**config.mk**
```make
export PLATFORM = sky130hd
export DESIGN_NAME = output_regulation_control_regs
export DESIGN_NICKNAME = d
export VERILOG_FILES = /design/src/vreg_ctl_pkg.sv /design/src/output_regulation_control_regs.sv
export SDC_FILE = /design/constraint.sdc
export NUM_CORES = 1
export LEC_CHECK = 0
export BUFFER_PORTS_ARGS = -buffer_cell sky130_fd_sc_hd__buf_2
export CAP_MARGIN = 10
export CORE_MARGIN = 4
export CORE_UTILIZATION = 50
export CTS_BUF_LIST = sky130_fd_sc_hd__clkbuf_4 sky130_fd_sc_hd__clkbuf_8
export CTS_CLUSTER_SIZE = 28
export DETAILED_ROUTE_END_ITERATION = 8
export PLACE_DENSITY_LB_ADDON = 0.1
export RECOVER_POWER = 100
export SYNTH_ARGS = -nofsm -noshare
export SYNTH_HDL_FRONTEND = slang
export SYNTH_SLANG_ARGS = --single-unit
```
**constraint.sdc**
```tcl
create_clock -name ref_clk_in -period 7.9 [get_ports ref_clk_in]
set_input_delay 1.185 -clock ref_clk_in [delete_from_list [all_inputs] [get_ports ref_clk_in]]
set_output_delay 1.185 -clock ref_clk_in [all_outputs]
set_load 0.05 [all_outputs]
```
**src/vreg_ctl_pkg.sv**
```systemverilog
// Register map, field layout and constants for output regulation control
package vreg_ctl_pkg;

  // Word offsets on the register bus (byte addresses)
  localparam logic [4:0] OFS_COARSE   = 5'h00;
  localparam logic [4:0] OFS_FINE     = 5'h04;
  localparam logic [4:0] OFS_UV_LEVEL = 5'h08;
  localparam logic [4:0] OFS_OV_LEVEL = 5'h0C;
  localparam logic [4:0] OFS_PERIPH   = 5'h10;
  localparam logic [4:0] OFS_ABE      = 5'h14;
  localparam logic [4:0] OFS_FLAGS    = 5'h18;

  // Field positions
  localparam int FINE_EN_BIT  = 7;
  localparam int FINE_MSB     = 4;
  localparam int ABE_OV_BIT   = 7;
  localparam int ABE_UV_BIT   = 6;
  localparam int FLAG_OV_BIT  = 0;
  localparam int FLAG_UV_BIT  = 1;

  // Values after reset
  localparam logic [7:0] RST_COARSE   = 8'h00;
  localparam logic [7:0] RST_FINE     = 8'h00;
  localparam logic [7:0] RST_UV_LEVEL = 8'h00;
  localparam logic [7:0] RST_OV_LEVEL = 8'h00;
  localparam logic [7:0] RST_PERIPH   = 8'h00;
  localparam logic [7:0] RST_ABE      = 8'h00;

  // Reference and threshold steps
  localparam logic [13:0] COARSE_STEP_UV = 14'h3A98;
  localparam logic [9:0]  FINE_STEP_UV   = 10'h334;
  localparam logic [3:0]  DETECT_STEP_MV = 4'hF;

  // Peripheral control byte, bit 7 first
  typedef struct packed {
    logic diode_emulation_select;
    logic high_drive_strength;
    logic high_delay_bypass;
    logic low_delay_bypass;
    logic neg_sense_pulldown_en;
    logic pos_sense_pullup_en;
    logic undervoltage_accel_en;
    logic overvoltage_accel_en;
  } periph_ctl_t;

  // Gate driver command pair
  typedef struct packed {
    logic high_gate_drive;
    logic low_gate_drive;
  } gate_pair_t;

  // Switching cycle phases
  typedef enum logic [1:0] {
    PH_IDLE,
    PH_HIGH,
    PH_LOW,
    PH_BOTH_LOW
  } phase_t;

endpackage

```
**src/output_regulation_control_regs.sv**
```systemverilog
// Output regulation register bank with gate sequencing and fault flags
//
// The register offsets and the Avalon-MM slave port were chosen for this implementation.
`timescale 1ns/10ps
`default_nettype none

module output_regulation_control_regs
  import vreg_ctl_pkg::*;
(
  // Clock and reset
  input  wire logic        ref_clk_in,
  input  wire logic        arst_n_in,
  // Avalon-MM slave
  input  wire logic [4:0]  avs_address_in,
  input  wire logic        avs_read_in,
  input  wire logic        avs_write_in,
  input  wire logic [3:0]  avs_byteenable_in,
  input  wire logic [31:0] avs_writedata_in,
  output logic      [31:0] avs_readdata_out,
  output logic             avs_waitrequest_out,
  // Analog comparators and zero detect
  input  wire logic        vout_below_uv_in,
  input  wire logic        vout_above_ov_in,
  input  wire logic        low_side_zero_in,
  // Switching cycle timing, same clock
  input  wire logic        cycle_start_in,
  input  wire logic        duty_end_in,
  // Reference and threshold DACs
  output logic             setpoint_dac_enable_out,
  output logic      [7:0]  coarse_code_out,
  output logic      [4:0]  fine_code_out,
  output logic      [21:0] vref_uv_out,
  output logic             overvoltage_detect_en_out,
  output logic             undervoltage_detect_en_out,
  output logic      [11:0] uv_threshold_mv_out,
  output logic      [11:0] ov_threshold_mv_out,
  // Power stage
  output logic             high_gate_drive_out,
  output logic             low_gate_drive_out,
  output logic             high_drive_1a_out,
  output logic             high_dead_time_add_out,
  output logic             low_dead_time_add_out,
  output logic             pos_sense_pullup_out,
  output logic             neg_sense_pulldown_out,
  // Fault flags
  output logic             undervoltage_flag_out,
  output logic             overvoltage_flag_out
);

  // Register storage
  logic [7:0]  coarse_r;
  logic [7:0]  fine_r;
  logic [7:0]  uv_level_r;
  logic [7:0]  ov_level_r;
  periph_ctl_t periph_r;
  logic [7:0]  abe_r;
  logic        uv_flag_r;
  logic        ov_flag_r;

  // Bus handshake
  logic        wait_r;
  logic [31:0] rdata_r;
  logic [31:0] rdata_nxt;
  logic        wr_take;
  logic        rd_take;
  logic        wr_lo;

  // Synchronisers
  logic [2:0]  uv_sync_r;
  logic [2:0]  ov_sync_r;
  logic [2:0]  zero_sync_r;
  logic        uv_lvl_r;
  logic        ov_lvl_r;
  logic        zero_lvl_r;

  // Derived conditions
  logic        uv_en;
  logic        ov_en;
  logic        uv_fault;
  logic        ov_fault;
  logic        force_low;

  // Gate sequencing
  phase_t      phase_r;
  phase_t      phase_nxt;
  gate_pair_t  gate_r;
  gate_pair_t  gate_nxt;

  // DAC outputs
  logic [21:0] vref_nxt;

  assign wr_take = avs_write_in && !wait_r;
  assign rd_take = avs_read_in && wait_r;
  assign wr_lo   = wr_take && avs_byteenable_in[0];

  // One wait cycle per access, then answer
  always_ff @(posedge ref_clk_in or negedge arst_n_in) begin
    if (!arst_n_in) begin
      wait_r <= 1'b1;
    end else if (wait_r && (avs_read_in || avs_write_in)) begin
      wait_r <= 1'b0;
    end else begin
      wait_r <= 1'b1;
    end
  end

  // Read mux, unmapped addresses read zero
  always_comb begin
    rdata_nxt = 32'h0000_0000;
    unique case (avs_address_in)
      OFS_COARSE: begin
        rdata_nxt[7:0] = coarse_r;
      end
      OFS_FINE: begin
        rdata_nxt[FINE_EN_BIT] = fine_r[FINE_EN_BIT];
        rdata_nxt[FINE_MSB:0]  = fine_r[FINE_MSB:0];
      end
      OFS_UV_LEVEL: begin
        rdata_nxt[7:0] = uv_level_r;
      end
      OFS_OV_LEVEL: begin
        rdata_nxt[7:0] = ov_level_r;
      end
      OFS_PERIPH: begin
        rdata_nxt[7:0] = periph_r;
      end
      OFS_ABE: begin
        rdata_nxt[7:0] = abe_r;
      end
      OFS_FLAGS: begin
        rdata_nxt[FLAG_UV_BIT] = uv_flag_r;
        rdata_nxt[FLAG_OV_BIT] = ov_flag_r;
      end
      default: begin
        rdata_nxt = 32'h0000_0000;
      end
    endcase
  end

  always_ff @(posedge ref_clk_in or negedge arst_n_in) begin
    if (!arst_n_in) begin
      rdata_r <= 32'h0000_0000;
    end else if (rd_take) begin
      rdata_r <= rdata_nxt;
    end
  end

  // Configuration writes
  always_ff @(posedge ref_clk_in or negedge arst_n_in) begin
    if (!arst_n_in) begin
      coarse_r   <= RST_COARSE;
      fine_r     <= RST_FINE;
      uv_level_r <= RST_UV_LEVEL;
      ov_level_r <= RST_OV_LEVEL;
      periph_r   <= periph_ctl_t'(RST_PERIPH);
      abe_r      <= RST_ABE;
    end else if (wr_lo) begin
      unique case (avs_address_in)
        OFS_COARSE: begin
          coarse_r <= avs_writedata_in[7:0];
        end
        OFS_FINE: begin
          fine_r <= avs_writedata_in[7:0] & 8'h9F;
        end
        OFS_UV_LEVEL: begin
          uv_level_r <= avs_writedata_in[7:0];
        end
        OFS_OV_LEVEL: begin
          ov_level_r <= avs_writedata_in[7:0];
        end
        OFS_PERIPH: begin
          periph_r <= periph_ctl_t'(avs_writedata_in[7:0]);
        end
        OFS_ABE: begin
          abe_r <= avs_writedata_in[7:0];
        end
        default: begin
          abe_r <= abe_r;
        end
      endcase
    end
  end

  // Comparator inputs through three flops
  always_ff @(posedge ref_clk_in or negedge arst_n_in) begin
    if (!arst_n_in) begin
      uv_sync_r   <= 3'h0;
      ov_sync_r   <= 3'h0;
      zero_sync_r <= 3'h0;
    end else begin
      uv_sync_r   <= {uv_sync_r[1:0], vout_below_uv_in};
      ov_sync_r   <= {ov_sync_r[1:0], vout_above_ov_in};
      zero_sync_r <= {zero_sync_r[1:0], low_side_zero_in};
    end
  end

  // Level changes once stages two and three agree
  always_ff @(posedge ref_clk_in or negedge arst_n_in) begin
    if (!arst_n_in) begin
      uv_lvl_r   <= 1'b0;
      ov_lvl_r   <= 1'b0;
      zero_lvl_r <= 1'b0;
    end else begin
      if (uv_sync_r[1] == uv_sync_r[2]) begin
        uv_lvl_r <= uv_sync_r[2];
      end
      if (ov_sync_r[1] == ov_sync_r[2]) begin
        ov_lvl_r <= ov_sync_r[2];
      end
      if (zero_sync_r[1] == zero_sync_r[2]) begin
        zero_lvl_r <= zero_sync_r[2];
      end
    end
  end

  assign ov_en    = abe_r[ABE_OV_BIT];
  assign uv_en    = abe_r[ABE_UV_BIT];
  assign ov_fault = ov_en && ov_lvl_r;
  assign uv_fault = uv_en && uv_lvl_r;

  assign force_low = (periph_r.undervoltage_accel_en && uv_fault) ||
                     (periph_r.overvoltage_accel_en && ov_fault);

  // Sticky fault flags
  always_ff @(posedge ref_clk_in or negedge arst_n_in) begin
    if (!arst_n_in) begin
      uv_flag_r <= 1'b0;
      ov_flag_r <= 1'b0;
    end else begin
      if (uv_fault) begin
        uv_flag_r <= 1'b1;
      end else if (wr_lo && avs_address_in == OFS_FLAGS &&
                   !avs_writedata_in[FLAG_UV_BIT]) begin
        uv_flag_r <= 1'b0;
      end
      if (ov_fault) begin
        ov_flag_r <= 1'b1;
      end else if (wr_lo && avs_address_in == OFS_FLAGS &&
                   !avs_writedata_in[FLAG_OV_BIT]) begin
        ov_flag_r <= 1'b0;
      end
    end
  end

  // Next switching phase
  always_comb begin
    phase_nxt = phase_r;
    unique case (phase_r)
      PH_IDLE: begin
        if (cycle_start_in) begin
          phase_nxt = PH_HIGH;
        end
      end
      PH_HIGH: begin
        if (duty_end_in) begin
          phase_nxt = PH_LOW;
        end
      end
      PH_LOW: begin
        if (cycle_start_in) begin
          phase_nxt = PH_HIGH;
        end else if (periph_r.diode_emulation_select && zero_lvl_r) begin
          phase_nxt = PH_BOTH_LOW;
        end
      end
      PH_BOTH_LOW: begin
        if (cycle_start_in) begin
          phase_nxt = PH_HIGH;
        end
      end
    endcase
    if (force_low) begin
      phase_nxt = PH_BOTH_LOW;
    end
  end

  always_comb begin
    gate_nxt.high_gate_drive = (phase_nxt == PH_HIGH);
    gate_nxt.low_gate_drive  = (phase_nxt == PH_LOW);
  end

  always_ff @(posedge ref_clk_in or negedge arst_n_in) begin
    if (!arst_n_in) begin
      phase_r <= PH_IDLE;
      gate_r  <= '0;
    end else begin
      phase_r <= phase_nxt;
      gate_r  <= gate_nxt;
    end
  end

  always_comb begin
    vref_nxt = 22'h00_0000;
    if (fine_r[FINE_EN_BIT]) begin
      vref_nxt = 22'(coarse_r * COARSE_STEP_UV) +
                 22'(fine_r[FINE_MSB:0] * FINE_STEP_UV);
    end
  end

  // Analog control outputs
  always_ff @(posedge ref_clk_in or negedge arst_n_in) begin
    if (!arst_n_in) begin
      setpoint_dac_enable_out    <= 1'b0;
      coarse_code_out            <= 8'h00;
      fine_code_out              <= 5'h00;
      vref_uv_out                <= 22'h00_0000;
      overvoltage_detect_en_out  <= 1'b0;
      undervoltage_detect_en_out <= 1'b0;
      uv_threshold_mv_out        <= 12'h000;
      ov_threshold_mv_out        <= 12'h000;
    end else begin
      setpoint_dac_enable_out <= fine_r[FINE_EN_BIT];
      coarse_code_out <= fine_r[FINE_EN_BIT] ? coarse_r : 8'h00;
      fine_code_out   <= fine_r[FINE_EN_BIT] ?
                         fine_r[FINE_MSB:0] : 5'h00;
      vref_uv_out     <= vref_nxt;
      overvoltage_detect_en_out  <= ov_en;
      undervoltage_detect_en_out <= uv_en;
      uv_threshold_mv_out <= uv_en ?
                             12'(uv_level_r * DETECT_STEP_MV) : 12'h000;
      ov_threshold_mv_out <= ov_en ?
                             12'(ov_level_r * DETECT_STEP_MV) : 12'h000;
    end
  end

  // Driver configuration outputs
  always_ff @(posedge ref_clk_in or negedge arst_n_in) begin
    if (!arst_n_in) begin
      high_drive_1a_out      <= 1'b0;
      high_dead_time_add_out <= 1'b1;
      low_dead_time_add_out  <= 1'b1;
      pos_sense_pullup_out   <= 1'b0;
      neg_sense_pulldown_out <= 1'b0;
    end else begin
      high_drive_1a_out      <= periph_r.high_drive_strength;
      high_dead_time_add_out <= !periph_r.high_delay_bypass;
      low_dead_time_add_out  <= !periph_r.low_delay_bypass;
      pos_sense_pullup_out   <= periph_r.pos_sense_pullup_en;
      neg_sense_pulldown_out <= periph_r.neg_sense_pulldown_en;
    end
  end

  assign avs_readdata_out      = rdata_r;
  assign avs_waitrequest_out   = wait_r;
  assign high_gate_drive_out   = gate_r.high_gate_drive;
  assign low_gate_drive_out    = gate_r.low_gate_drive;
  assign undervoltage_flag_out = uv_flag_r;
  assign overvoltage_flag_out  = ov_flag_r;

endmodule

`default_nettype wire

```
==> impl_metrics.csv <==
group,metric,value,unit
floorplanning,ios,154,
timing,maxSlewViolCount,140,
synthesis,yosys_warnings,0,
placement,dp.cells,1198,
timing,fin_skew,11.1,ps
timing,tns,0,ps
timing,hold_violations,0,
floorplanning,coreArea,18700,um^2
critical_path,end_kind,"flop",
cts,post-cts-setup-buffers,0,
floorplanning,die_area,21300,um^2
cts,root_buffer,"clkbuf_8",
global_routing,grt_pass1_vias,6424,
timing,rsz0062_at_grt,"false",
cts,cts_resized,0,
global_routing,grt_pass1_wl,33.1,mm
route,drc,0,
power,leakage,5.37,nW
synthesis,yosysUniqueCellTypes,70,
cts,path_clk_slew,90,ps
synthesis,synth_most_common_cell,"dfrtp_1",
cts,cts_made_buffers,17,
floorplanning,num_rows,50,
critical_path,cp.arrival,6050,ps
route,dr.pass1.iters,5,
synthesis,netlist_area,9490,um^2
floorplanning,die_h,146,um
timing,slew_headroom,-0.893,
route,drt_iter0_markers,359,
floorplanning,initial_core_util,0.508,
cts,ctsLongestPathBuffers,2,
finish,drive_gt1_frac,0.107,
synthesis,synth-main-ff-cell,"dfrtp_1",
critical_path,cp_num_buf_inv,2,
finish,final_nets,1204,
critical_path,critical_path_class,"flop to flop",
synthesis,syn_area_per_cell,10.9,um^2
synthesis,postSynth.asyncResetShare,1.00,
timing,post-route-period-util,0.720,
critical_path,cp_cell_sequence,"inv_1 -> ha_1 -> fa_1 -> inv_1 -> fa_1 -> ha_1 -> ha_1 -> nor4b_1 -> a211oi_1 -> xnor2_1 -> ha_1 -> nand4_1 -> nor4_1 -> nor2_1 -> a21oi_1 -> o211ai_1 -> or4_1 -> a21oi_1",
critical_path,start_kind,"flop",
outcome,violations,"max-capacitance violations, max-slew violations",
placement,port-buffer-count,100,
synthesis,ys_seq_elements,137,
synthesis,synthTopCellsByCount,"dfrtp_1 (134), ha_1 (119), inv_1 (94)",
global_routing,grt_usage,0.192,
synthesis,synth_cells,874,
finish,num_antenna_cells,0,
finish,syn_to_final_growth,9.36,%
critical_path,cpMostUsedCell,"ha_1",
timing,finalSetupViolations,0,
timing,clock.fmax,0.176,GHz
cts,holdBufCountCts,0,
critical_path,cp.required,8260,ps
power,p_per_area,216,nW/um^2
route,avgViaCountPerCell,5.25,
route,ant_nets,0,
cts,cts_tree,"built",
global_routing,gr-total-overflow,0,
timing,post-route-min-period,5690,ps
synthesis,yosys.area.top_type,"dfrtp_1",
placement,place_congestion,0.833,
route,vias,6460,
worst_hold_path,hold_path.class,"flop to flop",
run,drv_cap,2,
synthesis,synth_top_area_frac,0.353,
placement,dp_hpwl,15.0,mm
synthesis,synth_enable_flop_cells,0,
global_routing,antenna_found_initial,0,
timing,tightest_slew,2840,ps
critical_path,slowest_stage,"dfrtp_1",
critical_path,crit_path_max_incr_delay,570,ps
floorplanning,die_x,146,um
power,vdd_drop_max,0.143,mV
critical_path,critPathMaxFanout,8,
cts,htreeDepth,4,
global_routing,grt_max_degree,85,
cts,cts.sinks,137,
route,routedWlPerCell,15.9,um
route,routed_wl,19.5,mm
synthesis,seq_area_frac_synth,0.361,
cts,clk_latency,450,ps
critical_path,crit_family,"adder cells",
synthesis,synth.area.top_cells,"dfrtp_1 (35%), ha_1 (16%), fa_1 (11%), mux2_2 (5.2%), inv_1 (3.7%)",
finish,final_cells,1230,
outcome,status,"finished, violations left",
[final cells by class]
| cell class | count | area (um^2) |
|---|---|---|
| Inverter | 96 | 360 |
| Sequential cell | 137 | 3430 |
| Clock buffer | 18 | 248 |
| Multi-Input combinational cell | 629 | 5530 |
| Fill cell | 1689 | 8320 |
| Timing Repair Buffer | 102 | 407 |
| Clock inverter | 14 | 113 |
| Tap cell | 234 | 293 |
[flip-flops by register name, indices dropped and copies added, names as in the netlist, 2 cells and up]
signal               cells
fine_code_out            5
zero_sync_r              3
abe_r                    8
coarse_r                 8
ov_sync_r                3
fine_r                   6
phase_r                  2
ov_level_r               8
uv_sync_r                3
avs_readdata_out         8
vref_uv_out             19
uv_threshold_mv_out     12
periph_r                 8
uv_level_r               8
ov_threshold_mv_out     12
coarse_code_out          8
[through the flow]
step | cell area (um^2) | hold WS, ps | setup WS (ps) | power [mW] | utilization
floorplan | 9590 | 331 | 2850 | 1.55 | -
global placement | 10200 | 332 | 2340 | 1.73 | 0.543
detailed placement | 10200 | 341 | 2240 | 1.74 | 0.543
CTS | 10500 | 359 | 2210 | 2.29 | 0.562
global route | 10400 | 370 | 1820 | 2.41 | 0.555
finish | 10400 | 357 | 2210 | 2.24 | 0.555
[cell usage in the layout, fill, tap and decap left out, types with 14 or more instances in the layout]
cell | Yosys | layout
a22oi_1 | 14 | 14
clkbuf_1 | 5 | 83
inv_1 | 94 | 94
nor2_1 | 53 | 53
mux2_2 | 44 | 44
buf_2 | 3 | 18
dfrtp_1 | 134 | 134
a21oi_1 | 30 | 30
xor2_1 | 16 | 16
nor3_1 | 22 | 23
a21o_1 | 15 | 15
nand2_1 | 38 | 38
ha_1 | 119 | 119
nor2b_1 | 15 | 15
xnor2_1 | 18 | 18
o21ai_0 | 33 | 34
conb_1 | 1 | 26
fa_1 | 52 | 52
clkbuf_8 | 0 | 18
[metal layers]
layer  global-route usage  wire (um)
met1                0.281       9420
met2                0.302       9080
met3               0.0293        808
met4               0.0489        228
met5                    0          0
[cell families after synthesis]
| family | synth area share |
|---|---|
| flops | 0.361 |
| other cells | 0.000395 |
| xor+xnor | 0.0343 |
| mux | 0.0554 |
| fa+ha+maj | 0.270 |
| buf+inv | 0.0644 |
| simple gates | 0.104 |
| compound gates | 0.111 |
[final timing paths]
kind | start | to | slack (ps) | depth (start not counted)
min in group asynchronous | arst_n_in | coarse_code_out[1] | 1650 | 1
max in group asynchronous | arst_n_in | zero_lvl_r | 3110 | 2
worst max-delay path | coarse_r[6] | vref_uv_out[20] | 2210 | 18
worst min-delay path | zero_sync_r[0] | zero_sync_r[1] | 360 | 0
worst max register to register | coarse_r[6] | vref_uv_out[20] | 2210 | 18
worst min register to register | zero_sync_r[0] | zero_sync_r[1] | 360 | 0
[power by group]
part	internal, mW	switching, mW	total (mW)
combinational	0.292	0.574	0.866
sequential	0.776	0.0626	0.839
clock	0.232	0.305	0.537
Power figures use the tool's default switching activity.
